===== config.mk =====
export PLATFORM = sky130hd
export DESIGN_NAME = civc_core
export DESIGN_NICKNAME = d
export VERILOG_FILES = /design/src/logic/civc_pkg.sv /design/src/logic/civc_pick.sv /design/src/logic/civc_core.sv
export SDC_FILE = /design/constraint.sdc
export NUM_CORES = 1
export LEC_CHECK = 0
export ABC_AREA = 1
export BUFFER_PORTS_ARGS = -buffer_cell sky130_fd_sc_hd__buf_2
export CORE_MARGIN = 2
export CORE_UTILIZATION = 52
export CTS_CLUSTER_DIAMETER = 200
export DETAILED_ROUTE_END_ITERATION = 8
export PLACE_DENSITY = 0.87
export SYNTH_ARGS = -nofsm -noshare
export SYNTH_HDL_FRONTEND = slang
export SYNTH_SLANG_ARGS = --single-unit

===== constraint.sdc =====
create_clock -name sys_clk_i -period 6.15 [get_ports sys_clk_i]
set_input_delay 0 -clock sys_clk_i [delete_from_list [all_inputs] [get_ports sys_clk_i]]
set_output_delay 0 -clock sys_clk_i [all_outputs]
set_load 0.02 [all_outputs]

===== src/logic/civc_pkg.sv =====
// shared constants and types for the cpu interrupt vector control block
// assumes one 250 MHz system clock and an axi4-lite master on the register side
package civc_pkg;

    ////////////////////////////////////////////////////////////////////////////
    // register indices; byte address is four times the index
    localparam int unsigned IDX_W = 3;
    localparam logic [IDX_W-1:0] IDX_CTRL = 3'h0;   // interrupt_control
    localparam logic [IDX_W-1:0] IDX_STATUS = 3'h1; // interrupt_level_state
    localparam logic [IDX_W-1:0] IDX_ORDER = 3'h2;  // normal_priority_order
    localparam logic [IDX_W-1:0] IDX_HVEC = 3'h3;   // high_priority_vector
    localparam logic [IDX_W-1:0] IDX_KEY = 3'h4;    // change_protection_key, write only
    localparam logic [1:0] WORD_ALIGN = 2'h0;

    ////////////////////////////////////////////////////////////////////////////
    // field positions
    localparam int unsigned CTRL_RR_BIT = 0;
    localparam int unsigned CTRL_CVT_BIT = 5;
    localparam int unsigned CTRL_VECTOR_PLACEMENT_SELECT_BIT = 6;
    localparam int unsigned STAT_NORM_BIT = 0;
    localparam int unsigned STAT_HIGH_BIT = 1;
    localparam int unsigned STAT_NMI_BIT = 7;

    ////////////////////////////////////////////////////////////////////////////
    // values
    localparam logic [7:0] REG_RESET = 8'h00;
    localparam logic [7:0] HVEC_NONE = 8'h00;       // no vector at high level
    localparam logic [7:0] COMPACT_NMI_ADDR = 8'h01;
    localparam logic [7:0] COMPACT_HIGH_ADDR = 8'h02;
    localparam logic [7:0] COMPACT_NORM_ADDR = 8'h03;
    localparam logic [2:0] UNLOCK_INSTRS = 3'h4;    // instructions the key stays valid
    localparam logic [2:0] UNLOCK_NONE = 3'h0;
    localparam logic [1:0] RESP_OKAY = 2'h0;
    localparam logic [1:0] RESP_SLVERR = 2'h2;

    // level of a presented or executing request
    typedef enum logic [1:0] {
        LVL_NORM,
        LVL_HIGH,
        LVL_NMI
    } civc_level_t;

    // request offered to the core
    typedef struct packed {
        logic valid;
        civc_level_t level;
        logic [7:0] vector;   // vector number
        logic [7:0] address;  // table slot, compacted when enabled
    } civc_irq_t;

    // whole state of the core module
    typedef struct packed {
        logic aw_rdy;
        logic aw_have;
        logic aw_ok;
        logic [IDX_W-1:0] aw_idx;
        logic w_rdy;
        logic w_have;
        logic w_en;
        logic [7:0] w_data;
        logic bvalid;
        logic [1:0] bresp;
        logic ar_rdy;
        logic rvalid;
        logic [1:0] rresp;
        logic [7:0] rdata;
        logic rr_en;
        logic cvt_en;
        logic vector_placement_select;
        logic [7:0] order;
        logic [7:0] hvec;
        logic nmi_ex;
        logic high_ex;
        logic norm_ex;
        logic [2:0] unlock_cnt;
        civc_irq_t irq;
    } civc_state_t;

endpackage


===== src/logic/civc_pick.sv =====
// rotating first-set picker over a request vector
// assumes a combinational use inside the core; no state of its own
`timescale 1ns/1ps

module civc_pick #(
    parameter int unsigned N = 32,
    parameter int unsigned IW = 5
) (
    input wire logic [N-1:0] req_i,   // candidate requests
    input wire logic [7:0] last_i,    // index that ranks lowest
    output logic hit_o,               // some request found
    output logic [IW-1:0] idx_o       // winning index
);

    ////////////////////////////////////////////////////////////////////////////
    // search starts just after last_i and wraps round
    always_comb begin
        int start;
        int j;
        start = (int'(last_i) + 1) % N;
        j = 0;
        hit_o = 1'b0;
        idx_o = '0;
        for (int i = 0; i < N; i++) begin
            j = (start + i) % N;
            // first request in rotated order wins
            if (!hit_o && req_i[j]) begin
                hit_o = 1'b1;
                idx_o = IW'(j);
            end
        end
    end

endmodule


===== src/logic/civc_core.sv =====
// cpu interrupt vector control: registers, unlock key, level tracking, selection
// assumes an axi4-lite master and a core on sys_clk_i that acks, returns and retires
`timescale 1ns/1ps

module civc_core #(
    parameter int unsigned NUM_VEC = 32,              // vectors including reset and nonmaskable
    parameter int unsigned ADDR_W = 8,                // axi address width
    parameter logic [7:0] UNLOCK_KEY = 8'h5a,         // arbitrary value
    parameter logic [NUM_VEC-1:0] NMI_MASK = 32'h2    // vectors that are nonmaskable
) (
    input wire logic sys_clk_i,
    input wire logic rst_n_i,
    input wire logic [ADDR_W-1:0] s_axi_awaddr_i,
    input wire logic s_axi_awvalid_i,
    output logic s_axi_awready_o,
    input wire logic [31:0] s_axi_wdata_i,
    input wire logic [3:0] s_axi_wstrb_i,
    input wire logic s_axi_wvalid_i,
    output logic s_axi_wready_o,
    output logic [1:0] s_axi_bresp_o,
    output logic s_axi_bvalid_o,
    input wire logic s_axi_bready_i,
    input wire logic [ADDR_W-1:0] s_axi_araddr_i,
    input wire logic s_axi_arvalid_i,
    output logic s_axi_arready_o,
    output logic [31:0] s_axi_rdata_o,
    output logic [1:0] s_axi_rresp_o,
    output logic s_axi_rvalid_o,
    input wire logic s_axi_rready_i,
    input wire logic [NUM_VEC-1:0] irq_req_i,  // pending request per vector number
    input wire logic global_enable_i,          // core global enable flag
    input wire logic irq_ack_i,                // core enters the presented handler
    input wire logic irq_return_i,             // core executes an interrupt return
    input wire logic instr_retire_i,           // core finished one instruction
    output civc_pkg::civc_irq_t irq_o,         // request offered to the core
    output logic vector_placement_o,           // 1: boot section, 0: application
    output logic [2:0] level_state_o           // nmi, high, normal executing
);

    localparam int unsigned IW = $clog2(NUM_VEC);

    ////////////////////////////////////////////////////////////////////////////
    // state and helper nets
    civc_pkg::civc_state_t st_r;     // registered state
    civc_pkg::civc_state_t st_nxt;   // next state
    logic nmi_hit;                   // some nonmaskable request pending
    logic [IW-1:0] nmi_idx;          // lowest pending nonmaskable vector
    logic norm_hit;                  // some normal request pending
    logic [IW-1:0] norm_idx;         // winning normal vector
    logic high_hit;                  // selected high vector pending
    logic hvec_in_range;             // high vector names a real vector
    logic [NUM_VEC-1:0] high_bit;    // one-hot of the high vector
    logic [NUM_VEC-1:0] norm_req;    // requests left at normal level

    // whether an address is word aligned and maps to a register index
    function automatic logic addr_ok(input logic [ADDR_W-1:0] a);
        addr_ok = (a[1:0] == civc_pkg::WORD_ALIGN)
               && ((a >> (civc_pkg::IDX_W + 2)) == '0)
               && (a[civc_pkg::IDX_W+1:2] <= civc_pkg::IDX_KEY);
    endfunction

    ////////////////////////////////////////////////////////////////////////////
    // request classification
    always_comb begin
        hvec_in_range = (int'(st_r.hvec) < NUM_VEC);
        high_bit = '0;
        if (st_r.hvec != civc_pkg::HVEC_NONE && hvec_in_range) begin
            high_bit[st_r.hvec[IW-1:0]] = 1'b1;
        end
        high_hit = |(irq_req_i & high_bit & ~NMI_MASK);
        // vector zero is reset and never arbitrated here
        norm_req = irq_req_i & ~NMI_MASK & ~high_bit & ~NUM_VEC'(1);
    end

    // nonmaskable: static, lowest vector first
    civc_pick #(
        .N(NUM_VEC),
        .IW(IW)
    ) u_nmi_pick (
        .req_i(irq_req_i & NMI_MASK),
        .last_i(8'(NUM_VEC - 1)),
        .hit_o(nmi_hit),
        .idx_o(nmi_idx)
    );

    civc_pick #(
        .N(NUM_VEC),
        .IW(IW)
    ) u_norm_pick (
        .req_i(norm_req),
        .last_i(st_r.order),
        .hit_o(norm_hit),
        .idx_o(norm_idx)
    );

    ////////////////////////////////////////////////////////////////////////////
    // next state
    always_comb begin
        logic [IW-1:0] sel_idx;
        civc_pkg::civc_level_t sel_lvl;
        logic sel_hit;
        logic [7:0] rd;
        logic [civc_pkg::IDX_W-1:0] ridx;
        sel_idx = '0;
        sel_lvl = civc_pkg::LVL_NORM;
        sel_hit = 1'b0;
        rd = civc_pkg::REG_RESET;
        ridx = s_axi_araddr_i[civc_pkg::IDX_W+1:2];
        st_nxt = st_r;

        // write address channel, latched until the write is done
        if (st_r.aw_rdy && s_axi_awvalid_i) begin
            st_nxt.aw_have = 1'b1;
            st_nxt.aw_ok = addr_ok(s_axi_awaddr_i);
            st_nxt.aw_idx = s_axi_awaddr_i[civc_pkg::IDX_W+1:2];
        end
        // write data channel; only the low byte lane carries a register
        if (st_r.w_rdy && s_axi_wvalid_i) begin
            st_nxt.w_have = 1'b1;
            st_nxt.w_en = s_axi_wstrb_i[0];
            st_nxt.w_data = s_axi_wdata_i[7:0];
        end
        // response handshake
        if (st_r.bvalid && s_axi_bready_i) begin
            st_nxt.bvalid = 1'b0;
        end

        if (instr_retire_i && st_r.unlock_cnt != civc_pkg::UNLOCK_NONE) begin
            st_nxt.unlock_cnt = st_r.unlock_cnt - 3'h1;
        end

        // register write once both halves are in and the response slot is free
        if (st_r.aw_have && st_r.w_have && !st_r.bvalid) begin
            st_nxt.aw_have = 1'b0;
            st_nxt.w_have = 1'b0;
            st_nxt.bvalid = 1'b1;
            st_nxt.bresp = st_r.aw_ok ? civc_pkg::RESP_OKAY : civc_pkg::RESP_SLVERR;
            if (st_r.aw_ok && st_r.w_en) begin
                unique case (st_r.aw_idx)
                    civc_pkg::IDX_CTRL: begin
                        st_nxt.rr_en = st_r.w_data[civc_pkg::CTRL_RR_BIT];
                        if (st_r.unlock_cnt != civc_pkg::UNLOCK_NONE) begin
                            st_nxt.cvt_en = st_r.w_data[civc_pkg::CTRL_CVT_BIT];
                            st_nxt.vector_placement_select = st_r.w_data[civc_pkg::CTRL_VECTOR_PLACEMENT_SELECT_BIT];
                        end
                        // any control write spends the key
                        st_nxt.unlock_cnt = civc_pkg::UNLOCK_NONE;
                    end
                    civc_pkg::IDX_ORDER: begin
                        st_nxt.order = st_r.w_data;
                    end
                    civc_pkg::IDX_HVEC: begin
                        st_nxt.hvec = st_r.w_data;
                    end
                    civc_pkg::IDX_KEY: begin
                        if (st_r.w_data == UNLOCK_KEY) begin
                            st_nxt.unlock_cnt = civc_pkg::UNLOCK_INSTRS;
                        end
                    end
                    default: begin
                        // status is read only; the write is answered and dropped
                    end
                endcase
            end
        end

        // read channel: one read in flight, answered one cycle after it is taken
        if (st_r.rvalid && s_axi_rready_i) begin
            st_nxt.rvalid = 1'b0;
        end
        if (st_r.ar_rdy && s_axi_arvalid_i) begin
            unique case (ridx)
                civc_pkg::IDX_CTRL: begin
                    rd[civc_pkg::CTRL_RR_BIT] = st_r.rr_en;
                    rd[civc_pkg::CTRL_CVT_BIT] = st_r.cvt_en;
                    rd[civc_pkg::CTRL_VECTOR_PLACEMENT_SELECT_BIT] = st_r.vector_placement_select;
                end
                civc_pkg::IDX_STATUS: begin
                    rd[civc_pkg::STAT_NORM_BIT] = st_r.norm_ex;
                    rd[civc_pkg::STAT_HIGH_BIT] = st_r.high_ex;
                    rd[civc_pkg::STAT_NMI_BIT] = st_r.nmi_ex;
                end
                civc_pkg::IDX_ORDER: rd = st_r.order;
                civc_pkg::IDX_HVEC: rd = st_r.hvec;
                default: rd = civc_pkg::REG_RESET;  // key and holes read zero
            endcase
            st_nxt.rvalid = 1'b1;
            // unmapped addresses read zero, in step with the slverr answer
            st_nxt.rdata = addr_ok(s_axi_araddr_i) ? rd : civc_pkg::REG_RESET;
            st_nxt.rresp = addr_ok(s_axi_araddr_i) ? civc_pkg::RESP_OKAY : civc_pkg::RESP_SLVERR;
        end

        // return clears the innermost level only
        if (irq_return_i) begin
            if (st_r.nmi_ex) begin
                st_nxt.nmi_ex = 1'b0;
            end else if (st_r.high_ex) begin
                st_nxt.high_ex = 1'b0;
            end else begin
                st_nxt.norm_ex = 1'b0;
            end
        end

        // entry into the presented handler
        if (irq_ack_i && st_r.irq.valid) begin
            unique case (st_r.irq.level)
                civc_pkg::LVL_NMI: st_nxt.nmi_ex = 1'b1;
                civc_pkg::LVL_HIGH: st_nxt.high_ex = 1'b1;
                civc_pkg::LVL_NORM: begin
                    st_nxt.norm_ex = 1'b1;
                    if (st_r.rr_en) begin
                        st_nxt.order = st_r.irq.vector;
                    end
                end
            endcase
        end

        if (nmi_hit && !st_r.nmi_ex) begin
            sel_hit = 1'b1;
            sel_lvl = civc_pkg::LVL_NMI;
            sel_idx = nmi_idx;
        end else if (high_hit && global_enable_i && !st_r.nmi_ex && !st_r.high_ex) begin
            sel_hit = 1'b1;
            sel_lvl = civc_pkg::LVL_HIGH;
            sel_idx = st_r.hvec[IW-1:0];
        end else if (norm_hit && global_enable_i && !st_r.nmi_ex && !st_r.high_ex && !st_r.norm_ex) begin
            // fixed or rotating via order register
            sel_hit = 1'b1;
            sel_lvl = civc_pkg::LVL_NORM;
            sel_idx = norm_idx;
        end

        // offer is withdrawn in the acknowledge cycle so status settles first
        st_nxt.irq.valid = sel_hit && !(irq_ack_i && st_r.irq.valid);
        st_nxt.irq.level = sel_lvl;
        st_nxt.irq.vector = 8'(sel_idx);
        if (st_r.cvt_en) begin
            unique case (sel_lvl)
                civc_pkg::LVL_NMI: st_nxt.irq.address = civc_pkg::COMPACT_NMI_ADDR;
                civc_pkg::LVL_HIGH: st_nxt.irq.address = civc_pkg::COMPACT_HIGH_ADDR;
                civc_pkg::LVL_NORM: st_nxt.irq.address = civc_pkg::COMPACT_NORM_ADDR;
            endcase
        end else begin
            st_nxt.irq.address = 8'(sel_idx);
        end

        // ready flags follow the held items so they come straight from flops
        st_nxt.aw_rdy = !st_nxt.aw_have;
        st_nxt.w_rdy = !st_nxt.w_have;
        st_nxt.ar_rdy = !st_nxt.rvalid;
    end

    ////////////////////////////////////////////////////////////////////////////
    // state register; synchronous reset
    always_ff @(posedge sys_clk_i) begin
        if (!rst_n_i) begin
            st_r <= '0;
            st_r.order <= civc_pkg::REG_RESET;
            st_r.hvec <= civc_pkg::HVEC_NONE;
        end else begin
            st_r <= st_nxt;
        end
    end

    ////////////////////////////////////////////////////////////////////////////
    // outputs; readies are low for the first cycle after reset, then high
    assign s_axi_awready_o = st_r.aw_rdy;
    assign s_axi_wready_o = st_r.w_rdy;
    assign s_axi_bvalid_o = st_r.bvalid;
    assign s_axi_bresp_o = st_r.bresp;
    assign s_axi_arready_o = st_r.ar_rdy;
    assign s_axi_rvalid_o = st_r.rvalid;
    assign s_axi_rresp_o = st_r.rresp;
    assign s_axi_rdata_o = {24'h000000, st_r.rdata};
    assign irq_o = st_r.irq;
    assign vector_placement_o = st_r.vector_placement_select;
    assign level_state_o = {st_r.nmi_ex, st_r.high_ex, st_r.norm_ex};

endmodule


==> flow_summary.json <==
{
  "status": "completed",
  "switching_share": 0.3136,
  "synth-main-ff-cell": "dfxtp_1",
  "hold_viol_final": 0,
  "p_int_mw": 0.8797,
  "wire_per_inst_um": 17.74,
  "ioPinCount": 159,
  "yosys.area.top_type_share": 0.1682,
  "clkSlewWorstSetupHoldPaths_ps": 50,
  "skew_ps": 8.845,
  "comb_power_share": 0.232,
  "synth_top_area_cell": "nand3_1",
  "antenna_found_initial": 2,
  "firstDrtPassIters": 7,
  "cts_sinks": 68,
  "async_flop_share": 0,
  "setup.worst_path.end_class": "register",
  "busiest_layer": "met2",
  "rows": 45,
  "use_met3": 0.06606,
  "path_max_fanout": 8,
  "powerDensity_nw_per_um2": 142.3,
  "core_area_um2": 15310,
  "io_buffers": 98,
  "total_power_mw": 1.282,
  "yosys-top-cells-area": "nand3_1, dfxtp_1, nand2_1",
  "nNetsFinal": 1576,
  "yosys_warnings": 0,
  "crit_arrival_ps": 5770,
  "grt_use_met1": 0.4496,
  "die-width_um": 129.4,
  "clock.fmax_mhz": 179.9,
  "drive_gt1_frac": 0.1564,
  "slowest_stage": "ha_1",
  "cts_made_buffers": 9,
  "diodes": 0,
  "num_vias": 9599,
  "postSynthCellCount": 1391,
  "syn_avg_cell_area_um2": 5.882,
  "irDropWorstVdd_mv": 0.2491,
  "drc": 0,
  "dieArea_um2": 16750,
  "tightest_slew_ps": 790.5,
  "mostFrequentLayoutCells": "nand2_1, nand3_1, inv_1",
  "relSlewSlack": 0.4675,
  "slowest_delay_ps": 650,
  "final_common_cell": "nand2_1",
  "period_share": 0.9040,
  "cts_resized": 0,
  "r2r_cells": 34,
  "setup_viol": 0,
  "syn_area_um2": 8182,
  "grt_use_met2": 0.5991,
  "pwr-share-seq": 0.377,
  "ys_seq_area_frac": 0.1664,
  "final_cells": 1682,
  "synth_edf_count": 0,
  "drt_iter0_drc": 943,
  "dpl.hpwl_um": 23140,
  "ant_nets": 0,
  "syn2layout_area_growth_pct": 10.09,
  "path_class": "reg2reg",
  "ys_ff_latch": 68,
  "gp_congestion": 1.043,
  "hold_end": "st_r[72]",
  "gr-total-overflow": 0,
  "clock_path_buffers": 2,
  "slew_viol_final": 0,
  "htree_levels": 3,
  "grt_max_degree": 37,
  "grt_pass1_vias": 8809,
  "setup-tns-final_ps": 0,
  "die_h_um": 129.4,
  "r2r-end": "irq_o[10]",
  "cts_tree": "built",
  "insertion_delay_ps": 330,
  "viasPerCell": 5.707,
  "max_cap_viol_count": 0,
  "hold_class": "in2reg",
  "wl_um": 29840,
  "p_sw_mw": 0.4020,
  "cpMostUsedCell": "nand2_1",
  "r2r_setup_slack_ps": 590,
  "clockRootBuffer": "clkbuf_16",
  "globalRouteTotalUtil": 0.3561,
  "start_kind": "register",
  "clkPwrFrac": 0.391,
  "worstPathRequired_ps": 6360,
  "grt_pass1_wl_um": 46350,
  "postLayoutCoreUtil": 0.5882,
  "holdPathStages": 3,
  "dp_cells": 1646,
  "min_period_ps": 5560,
  "reg2reg_from": "st_r[33]",
  "leakagePower_nw": 4.423,
  "hp-start": "s_axi_awvalid_i",
  "rsz0062_at_grt": "no",
  "initial_core_util": 0.5342,
  "synth.distinct_cells": 57
}
[worst max-delay path, delay by kind of cell, from the launching register on]
family / cells / cell delay (ps)
fa+ha+maj: 2 / 1180
flops: 1 / 410
compound gates: 1 / 240
simple gates: 27 / 3030
buf+inv: 4 / 540
[kinds of logic (layout without fill, tap and decap cells)]
logic type                 after synthesis  count (layout)  synth area share
and+or+nand+nor                        804             804            0.4817
buffers and inverters                  286             335            0.1647
AOI/OAI and AO/OA                      194             194            0.1343
DFF                                     68              68            0.1664
xor gates and xnor gates                21              21           0.02707
adders and majority gates               15              15           0.02294
muxes                                    2               2          0.002447
other                                    1              32         0.0004583
[how the worst max path moves through the flow]
| stage | slack (ps) | cells after the start | end | from |
|---|---|---|---|---|
| after floorplan | 400 | 42 | irq_o[1] | st_r[33] |
| after CTS | 710 | 35 | irq_o[10] | st_r[33] |
| after global routing | 160 | 35 | irq_o[2] | st_r[33] |
| after detailed placement | 740 | 34 | irq_o[10] | st_r[33] |
| final | 590 | 34 | irq_o[10] | st_r[33] |
| after global placement | 830 | 36 | irq_o[1] | st_r[33] |
[cell type report]
class	count	area, µm²
fillers	1545	6307
multi-input cells	1068	5589
flip-flops and latches	68	1361
repair buffers	132	795.8
inverters	187	704.4
well taps	211	264.0
clock buffers	10	229.0
clock inverters	6	63.81
[synth_stat cells (all sizes together) (2+ instances only)]
| master | instances |
|---|---|
| nand2 | 310 |
| nand3 | 308 |
| inv | 184 |
| nor2 | 127 |
| o21ai | 89 |
| buf | 85 |
| dfxtp | 68 |
| a21oi | 55 |
| nand4 | 32 |
| ha | 15 |
| nor3 | 15 |
| clkbuf | 14 |
| o22ai | 13 |
| xor2 | 13 |
| o21a | 11 |
| xnor2 | 8 |
| a31oi | 6 |
| a311oi | 3 |
| a31o | 3 |
| clkinv | 3 |
| nand3b | 3 |
| o2111ai | 3 |
| o221ai | 3 |
| or2 | 3 |
| a22oi | 2 |
| mux2i | 2 |
| nor4 | 2 |
| o211ai | 2 |
| o21bai | 2 |
| or4 | 2 |
[flip-flops by register name, summed over array words and instances, names as in the netlist]
| signal | cells |
|---|---|
| s_axi_rvalid_o | 1 |
| vector_placement_o | 1 |
| s_axi_wready_o | 1 |
| s_axi_bvalid_o | 1 |
| s_axi_bresp_o | 1 |
| s_axi_rresp_o | 1 |
| s_axi_rdata_o | 8 |
| irq_o | 13 |
| s_axi_arready_o | 1 |
| level_state_o | 3 |
| s_axi_awready_o | 1 |
| st_r | 36 |
[per-layer routing]
layer  part of all wire  up-vias
met2               0.46      511
met4              0.047        2
li1                   -     4684
met1               0.40     4316
met5            0.00044        -
met3              0.087       86
[power by group through the flow]
stage | logic [mW] | clock network (mW) | registers [mW]
after floorplan | 0.208 | 0 | 0.488
after global placement | 0.263 | 0 | 0.490
after detailed placement | 0.268 | 0 | 0.490
after CTS | 0.280 | 0.502 | 0.481
after global routing | 0.332 | 0.524 | 0.484
final | 0.297 | 0.502 | 0.483
[through the flow]
step	hold slack, ps	setup WS (ps)	instance area, µm²
after floorplan	107.4	404.7	8298
after global placement	228.6	828.2	8514
after detailed placement	235.9	740.4	8514
after CTS	5.447	713.1	9007
after global routing	31.06	157.6	9007
final	13.26	590.1	9007
[what timing repair did]
item / CTS / global route
hold buffers: 20 / 0
endpoints found under the hold margin: 19 / 0
buffers inserted: 0 / 0
No activity file was read; power rests on OpenSTA's default activity.
